**src/verilog/uart_rx_pkg.sv**
```systemverilog
// Purpose: shared constants for the serial receive/status block
// Assumes: APB byte addresses, one 32-bit word per register
// Notes: all offsets and field positions live here, with the CTLB, CTLC, BAUD and UDRE reset values
package uart_rx_pkg;
  // register byte offsets
  localparam logic [7:0] OFF_DATA = 8'h00;
  localparam logic [7:0] OFF_STA = 8'h04;
  localparam logic [7:0] OFF_CTLB = 8'h08;
  localparam logic [7:0] OFF_CTLC = 8'h0C;
  localparam logic [7:0] OFF_BAUD = 8'h10;
  localparam logic [7:0] OFF_IRQ_ST = 8'h14;
  localparam logic [7:0] OFF_IRQ_MASK = 8'h18;
  // serial_status_control_a fields
  localparam int A_RXC = 7;
  localparam int A_TXC = 6;
  localparam int A_UDRE = 5;
  localparam int A_FE = 4;
  localparam int A_DOR = 3;
  localparam int A_UPE = 2;
  localparam int A_U2X = 1;
  localparam int A_MPCM = 0;
  // serial_control_b fields
  localparam int B_RXCIE = 7;
  localparam int B_TXCIE = 6;
  localparam int B_UDRIE = 5;
  localparam int B_RXEN = 4;
  localparam int B_TXEN = 3;
  localparam int B_SZ2 = 2;
  localparam int B_RXB8 = 1;
  localparam int B_TXB8 = 0;
  // frame control fields
  localparam int C_SZ_LO = 0;
  localparam int C_PAR_EN = 2;
  localparam int C_PAR_ODD = 3;
  localparam int C_SYNC = 4;
  localparam int C_GIE = 5;
  // sticky event bits
  localparam int EV_RX = 0;
  localparam int EV_FE = 1;
  localparam int EV_DOR = 2;
  localparam int EV_TXC = 3;
  localparam int EV_W = 4;
  // reset values
  localparam logic [7:0] CTLB_RST = 8'h00;
  localparam logic [7:0] CTLC_RST = 8'h03;
  localparam logic [11:0] BAUD_RST = 12'h000;
  localparam logic UDRE_RST = 1'b1;
  // samples per bit
  localparam logic [4:0] OVS_NORMAL = 5'h10;
  localparam logic [4:0] OVS_DOUBLE = 5'h08;
  // buffer entry layout
  localparam int ENTRY_W = 12;
  localparam int E_DOR = 11;
  localparam int E_PE = 10;
  localparam int E_FE = 9;
  localparam logic [2:0] SZ_NINE = 3'h7;

  // data bits per character; reserved codes fall back to eight
  function automatic logic [3:0] char_bits(input logic [2:0] code);
    if (code == SZ_NINE) begin
      return 4'h9;
    end else if (!code[2]) begin
      return 4'h5 + {2'h0, code[1:0]};
    end
    return 4'h8;
  endfunction : char_bits
endpackage : uart_rx_pkg

```
**src/verilog/rx_buffer.sv**
```systemverilog
// Purpose: two-entry receive buffer with registered head
// Assumes: no push while full, no pop while empty
// Notes: head_r always shows the oldest entry, zero when empty
`timescale 1ns/1ps
module rx_buffer
  import uart_rx_pkg::*;
(
  input wire logic clk,
  input wire logic rstn,
  input wire logic push,
  input wire logic [ENTRY_W-1:0] push_data,
  input wire logic pop,
  output logic full,
  output logic empty,
  output logic [ENTRY_W-1:0] head_r
);
  logic [ENTRY_W-1:0] mem_r [2];
  logic wp_r;
  logic rp_r;
  logic [1:0] cnt_r;
  logic [ENTRY_W-1:0] other_w;

  assign full = cnt_r[1];
  assign empty = (cnt_r == 2'h0);
  assign other_w = mem_r[~rp_r];

  always_ff @(posedge clk) begin
    if (push) begin
      mem_r[wp_r] <= push_data;
    end
  end

  always_ff @(posedge clk or negedge rstn) begin
    if (!rstn) begin
      wp_r <= 1'b0;
      rp_r <= 1'b0;
      cnt_r <= 2'h0;
    end else begin
      wp_r <= wp_r ^ push;
      rp_r <= rp_r ^ pop;
      cnt_r <= cnt_r + {1'b0, push} - {1'b0, pop};
    end
  end

  // status travels with data
  always_ff @(posedge clk or negedge rstn) begin
    if (!rstn) begin
      head_r <= '0;
    end else if (push && (empty || (pop && cnt_r == 2'h1))) begin
      head_r <= push_data;
    end else if (pop) begin
      head_r <= (cnt_r == 2'h2) ? other_w : '0;
    end
  end
endmodule : rx_buffer

```
**src/verilog/rx_frame.sv**
```systemverilog
// Purpose: oversampling serial frame receiver
// Assumes: rxd already synchronous, idle high
// Notes: start_o fires once per detected start edge
`timescale 1ns/1ps
module rx_frame
  import uart_rx_pkg::*;
(
  input wire logic clk,
  input wire logic rstn,
  input wire logic en,
  input wire logic rxd,
  input wire logic [4:0] ovs,
  input wire logic [11:0] baud_div,
  input wire logic [3:0] nbits,
  input wire logic par_en,
  input wire logic par_odd,
  output logic start_o,
  output logic done_o,
  output logic [8:0] data_o,
  output logic fe_o,
  output logic pe_o,
  output logic stop_o
);
  typedef enum logic [2:0] {IDLE, START, DATA, PAR, STOP} rx_state_e;
  rx_state_e st_r;
  logic [11:0] pre_r;
  logic [4:0] smp_r;
  logic [3:0] idx_r;
  logic tick;
  logic last;

  assign tick = (pre_r == 12'h000);
  assign last = (st_r == START) ? (smp_r == {1'b0, ovs[4:1]} - 5'h01) : (smp_r == ovs - 5'h01);

  // prescaler restarts at the start edge so sampling lands mid-bit
  always_ff @(posedge clk or negedge rstn) begin
    if (!rstn) begin
      pre_r <= '0;
    end else if (st_r == IDLE || tick) begin
      pre_r <= baud_div;
    end else begin
      pre_r <= pre_r - 12'h001;
    end
  end

  always_ff @(posedge clk or negedge rstn) begin
    if (!rstn) begin
      st_r <= IDLE;
      smp_r <= '0;
      idx_r <= '0;
      data_o <= '0;
      fe_o <= 1'b0;
      pe_o <= 1'b0;
      stop_o <= 1'b0;
      start_o <= 1'b0;
      done_o <= 1'b0;
    end else begin
      start_o <= 1'b0;
      done_o <= 1'b0;
      if (st_r == IDLE) begin
        smp_r <= '0;
        if (en && !rxd) begin
          st_r <= START;
          start_o <= 1'b1;
        end
      end else if (tick) begin
        smp_r <= last ? 5'h00 : smp_r + 5'h01;
        if (last) begin
          unique case (st_r)
            START: begin
              idx_r <= '0;
              data_o <= '0;
              pe_o <= 1'b0;
              st_r <= rxd ? IDLE : DATA;
            end
            DATA: begin
              data_o[idx_r] <= rxd;
              idx_r <= idx_r + 4'h1;
              if (idx_r == nbits - 4'h1) begin
                st_r <= par_en ? PAR : STOP;
              end
            end
            // parity check when enabled
            PAR: begin
              pe_o <= (^data_o) ^ rxd ^ par_odd;
              st_r <= STOP;
            end
            // first stop bit sampled
            STOP: begin
              fe_o <= ~rxd;
              stop_o <= rxd;
              done_o <= 1'b1;
              st_r <= IDLE;
            end
            default: st_r <= IDLE;
          endcase
        end
      end
    end
  end
endmodule : rx_frame

```
**src/verilog/uart_rx_ctrl.sv**
```systemverilog
// Purpose: serial receive path, status flags and control over APB
// Assumes: RXD synchronous to SYS_CLK, transmitter lives outside
// Notes: APB answers in the second access cycle
//
// Operation
// short characters read back zero-padded
// software reads ninth bit and flags first
// buffer carries ninth bit and error flags
// transmit buffer empty set after reset
// frame error follows head stop bit
// overrun on start with full buffer, held char
// parity error only when checking enabled
// software writes zero to error flags
// double speed halves divisor in async only
// software keeps double speed off in sync
// multiprocessor mode drops non-address frames
// rx interrupt needs enable, global, flag
// receive complete while buffer holds data
// tx interrupt needs enable, global, flag
// receive complete clears when buffer empties
//
// Local design decisions: the register offsets and register access over APB.
`timescale 1ns/1ps
module uart_rx_ctrl
  import uart_rx_pkg::*;
(
  // clock and reset
  input wire logic SYS_CLK,
  input wire logic RSTN,
  // apb slave
  input wire logic PSEL,
  input wire logic PENABLE,
  input wire logic PWRITE,
  input wire logic [7:0] PADDR,
  input wire logic [31:0] PWDATA,
  output logic [31:0] PRDATA,
  output logic PREADY,
  output logic PSLVERR,
  // serial line and transmitter status
  input wire logic RXD,
  input wire logic TX_READY,
  input wire logic TX_DONE,
  // interrupts
  output logic IRQ,
  output logic RXC_IRQ,
  output logic TXC_IRQ,
  output logic UDRE_IRQ
);
  logic [7:0] ctlb_r;
  logic [7:0] ctlc_r;
  logic [11:0] baud_r;
  logic u2x_r;
  logic mpcm_r;
  logic txc_r;
  logic udre_r;
  logic [EV_W-1:0] ev_r;
  logic [EV_W-1:0] mask_r;
  logic hold_v_r;
  logic [ENTRY_W-1:0] hold_r;
  logic pop_ok_r;
  logic [31:0] rd_nxt;
  logic hit;
  logic xfer_done;
  logic wr_done;
  logic fifo_full;
  logic fifo_empty;
  logic [ENTRY_W-1:0] head;
  logic push;
  logic pop;
  logic [4:0] ovs;
  logic [2:0] sz_code;
  logic [3:0] nbits;
  logic rx_start;
  logic rx_done;
  logic [8:0] rx_data;
  logic rx_fe;
  logic rx_pe;
  logic rx_stop;
  logic addr_ind;
  logic accept;
  logic overrun;
  logic [7:0] sta_a;
  logic [7:0] data_mask;
  logic rxc_req;
  logic txc_req;
  logic [EV_W-1:0] ev_set;

  assign xfer_done = PSEL && PENABLE && PREADY;
  assign wr_done = xfer_done && PWRITE;
  assign sz_code = {ctlb_r[B_SZ2], ctlc_r[C_SZ_LO+1:C_SZ_LO]};
  assign nbits = char_bits(sz_code);
  assign data_mask = 8'hFF >> (4'h8 - ((nbits > 4'h8) ? 4'h8 : nbits));

  // divisor 8 only in async double speed
  assign ovs = (u2x_r && !ctlc_r[C_SYNC]) ? OVS_DOUBLE : OVS_NORMAL;

  rx_frame u_frame (
    .clk(SYS_CLK),
    .rstn(RSTN),
    .en(ctlb_r[B_RXEN]),
    .rxd(RXD),
    .ovs(ovs),
    .baud_div(baud_r),
    .nbits(nbits),
    .par_en(ctlc_r[C_PAR_EN]),
    .par_odd(ctlc_r[C_PAR_ODD]),
    .start_o(rx_start),
    .done_o(rx_done),
    .data_o(rx_data),
    .fe_o(rx_fe),
    .pe_o(rx_pe),
    .stop_o(rx_stop)
  );

  // address indication per size
  assign addr_ind = (sz_code == SZ_NINE) ? rx_data[8] : rx_stop;
  assign push = hold_v_r && !fifo_full;
  // a fourth character arriving behind a waiting one is lost
  assign accept = rx_done && (!mpcm_r || addr_ind) && (!hold_v_r || push);
  // overrun detection
  assign overrun = rx_start && hold_v_r && fifo_full;
  assign pop = xfer_done && !PWRITE && PADDR == OFF_DATA && pop_ok_r;

  // ninth bit and flags stored
  rx_buffer u_buf (
    .clk(SYS_CLK),
    .rstn(RSTN),
    .push(push),
    .push_data(hold_r),
    .pop(pop),
    .full(fifo_full),
    .empty(fifo_empty),
    .head_r(head)
  );

  // waiting character, the one behind the full buffer
  always_ff @(posedge SYS_CLK or negedge RSTN) begin
    if (!RSTN) begin
      hold_v_r <= 1'b0;
      hold_r <= '0;
    end else if (accept) begin
      hold_v_r <= 1'b1;
      hold_r <= {1'b0, rx_pe, rx_fe, rx_data};
    end else if (push) begin
      hold_v_r <= 1'b0;
    end else if (overrun) begin
      hold_r[E_DOR] <= 1'b1;
    end
  end

  // receive complete tracks buffer
  // flags shown from head entry
  assign sta_a = {!fifo_empty, txc_r, udre_r, head[E_FE], head[E_DOR], head[E_PE], u2x_r, mpcm_r};

  // error flag bits not writable
  always_ff @(posedge SYS_CLK or negedge RSTN) begin
    if (!RSTN) begin
      u2x_r <= 1'b0;
      mpcm_r <= 1'b0;
      ctlb_r <= CTLB_RST;
      ctlc_r <= CTLC_RST;
      baud_r <= BAUD_RST;
      mask_r <= '0;
    end else if (wr_done) begin
      unique case (PADDR)
        OFF_STA: begin
          u2x_r <= PWDATA[A_U2X];
          mpcm_r <= PWDATA[A_MPCM];
        end
        OFF_CTLB: ctlb_r <= {PWDATA[7:2], 1'b0, PWDATA[B_TXB8]};
        OFF_CTLC: ctlc_r <= {2'h0, PWDATA[5:0]};
        OFF_BAUD: baud_r <= PWDATA[11:0];
        OFF_IRQ_MASK: mask_r <= PWDATA[EV_W-1:0];
        default: ;
      endcase
    end
  end

  // transmit complete: set wins over write-one clear
  always_ff @(posedge SYS_CLK or negedge RSTN) begin
    if (!RSTN) begin
      txc_r <= 1'b0;
    end else if (TX_DONE) begin
      txc_r <= 1'b1;
    end else if (wr_done && PADDR == OFF_STA && PWDATA[A_TXC]) begin
      txc_r <= 1'b0;
    end
  end

  // empty flag set from reset
  always_ff @(posedge SYS_CLK or negedge RSTN) begin
    if (!RSTN) begin
      udre_r <= UDRE_RST;
    end else begin
      udre_r <= TX_READY;
    end
  end

  // sticky events, a new event beats the clear
  assign ev_set = {TX_DONE, overrun, push && hold_r[E_FE], push};
  always_ff @(posedge SYS_CLK or negedge RSTN) begin
    if (!RSTN) begin
      ev_r <= '0;
    end else if (wr_done && PADDR == OFF_IRQ_ST) begin
      ev_r <= (ev_r & ~PWDATA[EV_W-1:0]) | ev_set;
    end else begin
      ev_r <= ev_r | ev_set;
    end
  end

  // receive interrupt gating
  assign rxc_req = ctlb_r[B_RXCIE] && ctlc_r[C_GIE] && !fifo_empty;
  // transmit interrupt gating
  assign txc_req = ctlb_r[B_TXCIE] && ctlc_r[C_GIE] && txc_r;

  always_ff @(posedge SYS_CLK or negedge RSTN) begin
    if (!RSTN) begin
      IRQ <= 1'b0;
      RXC_IRQ <= 1'b0;
      TXC_IRQ <= 1'b0;
      UDRE_IRQ <= 1'b0;
    end else begin
      IRQ <= |(ev_r & mask_r);
      RXC_IRQ <= rxc_req;
      TXC_IRQ <= txc_req;
      UDRE_IRQ <= ctlb_r[B_UDRIE] && ctlc_r[C_GIE] && udre_r;
    end
  end

  // read mux
  always_comb begin
    hit = 1'b1;
    rd_nxt = '0;
    unique case (PADDR)
      // unused upper bits read zero
      OFF_DATA: rd_nxt = {24'h0, head[7:0] & data_mask};
      OFF_STA: rd_nxt = {24'h0, sta_a};
      OFF_CTLB: rd_nxt = {24'h0, ctlb_r[7:2], head[8], ctlb_r[B_TXB8]};
      OFF_CTLC: rd_nxt = {24'h0, ctlc_r};
      OFF_BAUD: rd_nxt = {20'h0, baud_r};
      OFF_IRQ_ST: rd_nxt = {28'h0, ev_r};
      OFF_IRQ_MASK: rd_nxt = {28'h0, mask_r};
      default: hit = 1'b0;
    endcase
  end

  // answer in second access cycle; data captured in the first, pop at completion
  always_ff @(posedge SYS_CLK or negedge RSTN) begin
    if (!RSTN) begin
      PREADY <= 1'b0;
      PRDATA <= '0;
      PSLVERR <= 1'b0;
      pop_ok_r <= 1'b0;
    end else begin
      PREADY <= PSEL && PENABLE && !PREADY;
      if (PSEL && PENABLE && !PREADY) begin
        PRDATA <= PWRITE ? 32'h0000_0000 : rd_nxt;
        PSLVERR <= !hit;
        pop_ok_r <= !fifo_empty;
      end else begin
        PSLVERR <= 1'b0;
      end
    end
  end
endmodule : uart_rx_ctrl

```
**config.mk**
```make
export PLATFORM = sky130hd
export DESIGN_NAME = uart_rx_ctrl
export DESIGN_NICKNAME = d
export VERILOG_FILES = /design/src/verilog/uart_rx_pkg.sv /design/src/verilog/rx_buffer.sv /design/src/verilog/rx_frame.sv /design/src/verilog/uart_rx_ctrl.sv
export SDC_FILE = /design/constraint.sdc
export NUM_CORES = 1
export LEC_CHECK = 0
export ABC_AREA = 1
export ABC_CLOCK_PERIOD_IN_PS = 2400
export BUFFER_PORTS_ARGS = -buffer_cell sky130_fd_sc_hd__buf_2
export CORE_ASPECT_RATIO = 0.75
export CORE_UTILIZATION = 53
export CTS_CLUSTER_DIAMETER = 40
export CTS_CLUSTER_SIZE = 12
export DETAILED_ROUTE_END_ITERATION = 16
export PLACE_DENSITY_LB_ADDON = 0.12
export SETUP_SLACK_MARGIN = 0.05
export SYNTH_ARGS = -nofsm -noshare
export SYNTH_HDL_FRONTEND = slang
export SYNTH_SLANG_ARGS = --single-unit
```
**constraint.sdc**
```tcl
create_clock -name SYS_CLK -period 2.4 [get_ports SYS_CLK]
set_input_delay 0.48 -clock SYS_CLK [delete_from_list [all_inputs] [get_ports SYS_CLK]]
set_output_delay 0.48 -clock SYS_CLK [all_outputs]
set_load 0.005 [all_outputs]
```
==> results of run 1 <==
==> power groups by stage <==
stage / Clock [mW] / Sequential [mW] / Combinational (mW)
floorplan: 0 / 2.79 / 0.970
global placement: 0 / 2.81 / 1.13
detailed placement: 0 / 2.82 / 1.18
CTS: 3.04 / 2.77 / 1.19
global route: 3.15 / 2.79 / 1.44
finish: 2.99 / 2.77 / 1.25
==> cell usage in the layout (no fill, tap or decap), types with 11 or more instances in the layout <==
master	Yosys	layout
buf_4	26	22
buf_2	8	44
mux2_2	11	11
mux2i_1	12	12
nand2_1	206	200
nand2_2	6	11
o21ai_1	15	18
ha_1	16	11
o21ai_0	60	56
nor2_1	51	51
dfrtp_1	120	120
conb_1	1	20
nand3_1	44	44
nand4_1	24	24
inv_1	89	87
edfxtp_1	24	24
clkbuf_16	0	17
==> cell families (layout without fill, tap and decap cells) <==
family                   count (synthesis)  after routing  share of synthesized area, %
adder cells (fa/ha/maj)                 16             16                         2.651
other                                    1             20                       0.04965
flip-flops                             147            147                         50.35
AO/OA/AOI/OAI                          118            118                         10.06
buffers and inverters                  138            200                         8.615
multiplexers                            25             25                         3.628
XOR/XNOR                                19             19                         2.203
AND/OR/NAND/NOR                        367            367                         22.45
==> worst max-delay path by stage <==
| stage | start | to | depth (start not counted) |
|---|---|---|---|
| 5_1_grt | ctlc_r[0]$_DFFE_PN1P_ | u_frame.st_r[2]$_DFFE_PN0P_ | 18 |
| 2_1_floorplan | ctlc_r[0]$_DFFE_PN1P_ | PRDATA[3]$_DFFE_PN0P_ | 14 |
| 3_5_place_dp | ctlc_r[1]$_DFFE_PN1P_ | u_frame.st_r[0]$_DFFE_PN0P_ | 14 |
| 3_3_place_gp | ctlc_r[0]$_DFFE_PN1P_ | PRDATA[3]$_DFFE_PN0P_ | 14 |
| 4_1_cts | ctlc_r[1]$_DFFE_PN1P_ | PRDATA[4]$_DFFE_PN0P_ | 13 |
| 6_report | ctlc_r[0]$_DFFE_PN1P_ | PRDATA[1]$_DFFE_PN0P_ | 13 |
==> flip-flops by register name, summed over array words and instances (netlist names), 2 cells and up <==
| register | count |
|---|---|
| u_buf.cnt_r | 2 |
| u_frame.smp_r | 5 |
| u_frame.pre_r | 12 |
| PRDATA | 12 |
| mask_r | 4 |
| ev_r | 4 |
| u_buf.head_r | 12 |
| u_buf.mem_r | 24 |
| hold_r | 12 |
| u_frame.data_o | 9 |
| u_frame.st_r | 3 |
| ctlc_r | 6 |
| baud_r | 12 |
| ctlb_r | 7 |
| u_frame.idx_r | 4 |
==> timing repair <==
action	CTS	global route
hold buffers	0	0
pin swaps	4	19
endpoints found under the setup margin	9	9
resized for setup	7	21
buffers inserted	2	5
==> through the flow <==
stage	cell area [µm²]	util (%)	hold slack, ps	setup TNS [ps]	cells
3_3_place_gp	7953	57.65	455.4	-50.63	1049
2_1_floorplan	7631	-	184.4	0	850
4_1_cts	8651	62.71	1.596	0	1083
5_1_grt	8778	63.63	17.50	-23.06	1087
3_5_place_dp	7953	57.65	455.3	-400.4	1049
6_report	8778	63.63	-8.964	0	1087
==> routing by layer <==
metal  wire length [µm]  up-vias  GRT usage (%)
met5                  0        -              0
met4                245        0          8.242
met3               1031       22          6.361
met2               7789      189          38.14
met1               8428     2858          35.90
li1                   -     2855              -
==> cell type report <==
class	instances	share of cell area, %
clock buffer	18	4.889
timing repair buffer	70	5.003
sequential	147	43.32
tap	175	2.494
clock inverter	14	2.637
multi-input combinational	565	37.44
inverter	98	4.219
==> impl_metrics.ini, run 1 <==
[cells_and_area]
nFillCells = 1145
drive_gt1_share_pct = 20.61
syn_to_final_growth_pct = 16.24
multiInputGateArea_mm2 = 0.003287
seqCellArea_mm2 = 0.003802
finalNetCount = 963
antenna-diode-count = 0

[power]
ir_drop_mv = 0.5722
p_total_mw = 7.017
p_leak_nw = 4.048
powerDensity_mw_per_mm2 = 799.3
combPwrFrac_pct = 17.9
clockPowerShare_pct = 42.6
p_sw_mw = 2.022
p_sw_share_pct = 28.81
p_int_mw = 4.995
pwr-share-seq_pct = 39.5

[drt]
via_per_inst = 5.450
firstDrtPassIters = 6
vias = 5924
drc = 0
routedWlPerCell_um = 16.09
wl_mm = 17.49
ant_nets = 0
first_iter_violations = 462

[grt]
grt_pass1_wl_mm = 28.43
overflow = 0
grt_pass1_vias = 5626
antenna_found_initial = 0
track_usage_pct = 25.35
grt_max_degree = 52

[clocking]
htreeDepth = 4
numCtsBuffers = 17
cts_num_sinks = 147
root_buffer = clkbuf_16
clock_latency_ps = 430
cts_tree = yes
cts_buffer_depth = 2
path_clk_slew_ps = 60

[synthesis]
avgSynthCellArea_um2 = 9.088
synth_common_cells = nand2_1 (206), dfrtp_1 (120), inv_1 (89), o21ai_0 (60), nor2_1 (51)
ys_async_sr_fraction_pct = 83.67
synth.area.top_cells = dfrtp_1 (40%), nand2_1 (10%), edfxtp_1 (9.5%)
synth_top_area_share_pct = 39.76
synth.most_common_cell = nand2_1
synth.cell_area_mm2 = 0.007552
syn_inst = 831
ys_seq_elements = 147
synth_top_cell_by_area = dfrtp_1
synth.distinct_cells = 46
synth-edff-count = 24
ys_warn_count = 0
synthFlopType = dfrtp_1
synth.yosys.seq_area_share_pct = 50.35

[setup_path]
cp_slowest_stage_delay_ps = 560
crit_top_cell = ha_4
timing.rr.end = PRDATA[1]$_DFFE_PN0P_
cp_slowest_cell = dfstp_2
worstPathRequired_ps = 2720
timing.rr.start = ctlc_r[0]$_DFFE_PN1P_
end_kind = flop
crit_family = flip-flops
start_kind = flop
worstPathCellList = ha_4 > nand2_2 > nand2_2 > inv_2 > ha_4 > o211ai_1 > buf_4 > ha_4 > xor2_4 > o211ai_1 > nand2_1 > o21ai_1 > nand2_1
critical_path.max_fanout = 6
path_class = reg2reg
arrival_ps = 2630
ff2ff_setup_slack_ps = 90
worstRegToRegCells = 13
critPathBufInv = 2

[timing]
min_period_over_period_pct = 96.17
tightest_slew_ps = 827.3
fin_ws_ps = 91.95
min_period_ps = 2308
finalMaxSlewViolations = 0
hold_violations = 11
fmax_ghz = 0.4333
whs_ps = -8.964
clock_skew_ps = 6.656
finalSetupViolations = 0
rsz0062_at_grt = yes
slew_headroom_pct = 44.84

[placement]
dpl.hpwl_mm = 12.51
port_buffers = 45
place_ws_ps = -68.64
gp_congestion = 0.8784

[die]
io_pins = 86
rows = 37
core_mm2 = 0.01380
initial_core_util_pct = 54.74
die_area_mm2 = 0.01474
die_w_um = 139.8
die_h_um = 105.4

[job]
max-cap-violations = 0

[status]
violations = hold timing
outcome = complete, but fails checks

[min_path]
hp-class = in2async
Note: power is estimated with default switching activity, not from simulation.
==> run 2: changes to the inputs <==
--- a/config.mk
+++ b/config.mk
@@ -8,7 +8,6 @@
 export ABC_AREA = 1
 export ABC_CLOCK_PERIOD_IN_PS = 2400
 export BUFFER_PORTS_ARGS = -buffer_cell sky130_fd_sc_hd__buf_2
-export CORE_ASPECT_RATIO = 0.75
 export CORE_UTILIZATION = 53
 export CTS_CLUSTER_DIAMETER = 40
 export CTS_CLUSTER_SIZE = 12
==> run 2 against run 1 <==
The flow now finishes without violations. Sequential share of layout area increased by 0.67 points. Critical path depth up 1. Register-to-register slack gained 40 ps. First-iteration DRC count decreased by 3.9%. Core utilization shrank 1.4 points. Clock power down 7.4%. Clock skew down 0.74 ps. Combinational power about the same. Highest routed layer unchanged. Die area is essentially flat.
==> impl_metrics.ini, run 2 (synthesized netlist as in run 1, its figures left out) <==
[status]
outcome = complete, no violations

[grt]
overflow = 0
antenna_found_initial = 0
grt_pass1_vias = 5709
grt_max_degree = 42
grt_pass1_wl_mm = 28.72
track_usage_pct = 25.78

[timing]
fmax_ghz = 0.4408
min_period_ps = 2269
min_period_over_period_pct = 94.52
setup_tns_ps = 0
tightest_slew_ps = 782.5
fin_ws_ps = 131.5
whs_ps = 58.14
rsz0062_at_grt = yes
finalMaxSlewViolations = 0
slew_headroom_pct = 47.83
finalSetupViolations = 0
clock_skew_ps = 5.912
hold_violations = 0

[drt]
vias = 5917
first_iter_violations = 444
wl_mm = 17.66
via_per_inst = 5.443
firstDrtPassIters = 5
ant_nets = 0
routedWlPerCell_um = 16.24
drc = 0

[cells_and_area]
syn_to_final_growth_pct = 14.46
top_register = u_buf.mem_r
antenna-diode-count = 0
nFillCells = 1178
stdcell_count = 1087
seqCellArea_mm2 = 0.003802
final_common_cell = nand2_1
finalNetCount = 958
multiInputGateArea_mm2 = 0.003228
layout_common_cells = nand2_1 (202), dfrtp_1 (120), inv_1 (87), o21ai_0 (59), nor2_1 (51)
largest_reg_flops = 24
drive_gt1_share_pct = 19.74

[setup_path]
worstPathRequired_ps = 2760
critPathLaunch = ctlc_r[1]$_DFFE_PN1P_
cp_slowest_cell = dfstp_2
start_kind = flop
crit_top_cell = nand2_1
timing.rr.end = PRDATA[3]$_DFFE_PN0P_
timing.rr.start = ctlc_r[1]$_DFFE_PN1P_
worstPathCellList = ha_4 > nand2_2 > nand2_2 > inv_2 > ha_2 > o211ai_1 > ha_2 > xor2_4 > o21ai_1 > nor2_1 > nor2_1 > nand2_1 > nand2_1 > nand2_1
path_class = reg2reg
arrival_ps = 2630
worstRegToRegCells = 14
ff2ff_setup_slack_ps = 130
end_kind = flop
endpoint = PRDATA[3]$_DFFE_PN0P_
critical_path.max_fanout = 6
cp_slowest_stage_delay_ps = 560

[placement]
gp_congestion = 0.8871
place_ws_ps = 19.98
port_buffers = 45
dp_cells = 1053
dpl.hpwl_mm = 12.80

[die]
io_pins = 86
initial_core_util_pct = 54.41
rows = 43
die_area_mm2 = 0.01473
die_h_um = 121.4
core_mm2 = 0.01388
die_w_um = 121.4

[clocking]
cts_buffer_depth = 2
cts_tree = yes
clock_latency_ps = 420
htreeDepth = 4
numCtsBuffers = 17
path_clk_slew_ps = 60
root_buffer = clkbuf_16
cts_num_sinks = 147
cts_hold_buf = 0

[job]
max-cap-violations = 0

[power]
ir_drop_mv = 0.7114
p_leak_nw = 3.982
p_total_mw = 6.771
powerDensity_mw_per_mm2 = 783.3

[min_path]
hp-class = in2async
-- run 2: layout make-up --
class                      count  area share (%)
clock buffer                  18           4.965
clock inverter                14           2.157
timing repair buffer          65           4.661
sequential                   147           43.99
multi-input combinational    565           37.34
tap                          180           2.605
inverter                      98           4.284
-- run 2: through the flow --
step / instance area (µm²) / util (%)
floorplan: 7631 / -
global placement: 7964 / 57.37
detailed placement: 7964 / 57.37
CTS: 8597 / 61.93
global route: 8645 / 62.28
finish: 8645 / 62.28
-- run 2: per-layer routing --
layer,GRT usage [%],part of all wire [%],vias to the layer above
met5,0,0,-
met4,10.03,1.9,0
met3,5.122,4.7,36
met2,41.34,48,172
met1,34.34,45,2867
li1,-,-,2842
-- run 2: power breakdown --
part / internal [mW] / leakage (nW) / switching (mW)
clock: 1.73 / 0.290 / 1.04
sequential: 2.66 / 1.75 / 0.115
combinational: 0.365 / 1.95 / 0.860
total: 4.76 / 3.98 / 2.01
-- run 2: how the worst min path moves through the flow --
| stage | end | cells past startpoint | slack, ps | start |
|---|---|---|---|---|
| after floorplan | IRQ$_DFF_PN0_ | 0 | 180 | RSTN |
| after global placement | u_frame.pre_r[0]$_DFF_PN0_ | 1 | 460 | u_frame.pre_r[0]$_DFF_PN0_ |
| after detailed placement | PRDATA[4]$_DFFE_PN0P_ | 2 | 470 | PRDATA[4]$_DFFE_PN0P_ |
| after CTS | u_buf.head_r[5]$_DFFE_PN0P_ | 1 | 80 | RSTN |
| after global routing | u_buf.head_r[5]$_DFFE_PN0P_ | 1 | 100 | RSTN |
| final | u_buf.head_r[5]$_DFFE_PN0P_ | 1 | 60 | RSTN |
-- run 2: timing repair --
action / in CTS / in global routing
resized for setup: 3 / 11
endpoints found under the setup margin: 6 / 9
pin swaps: 2 / 8
endpoints found under the hold margin: 0 / 0
setup buffers: 0 / 2
gates cloned: 0 / 0
-- run 2: critical path: cells and delay by family, from the launching register on --
kind / cells / cell delay [ps]
adders and majority gates: 3 / 590
DFF: 1 / 560
and+or+nand+nor: 7 / 450
AOI/OAI and AO/OA: 2 / 330
xor gates and xnor gates: 1 / 240
buffers and inverters: 1 / 40
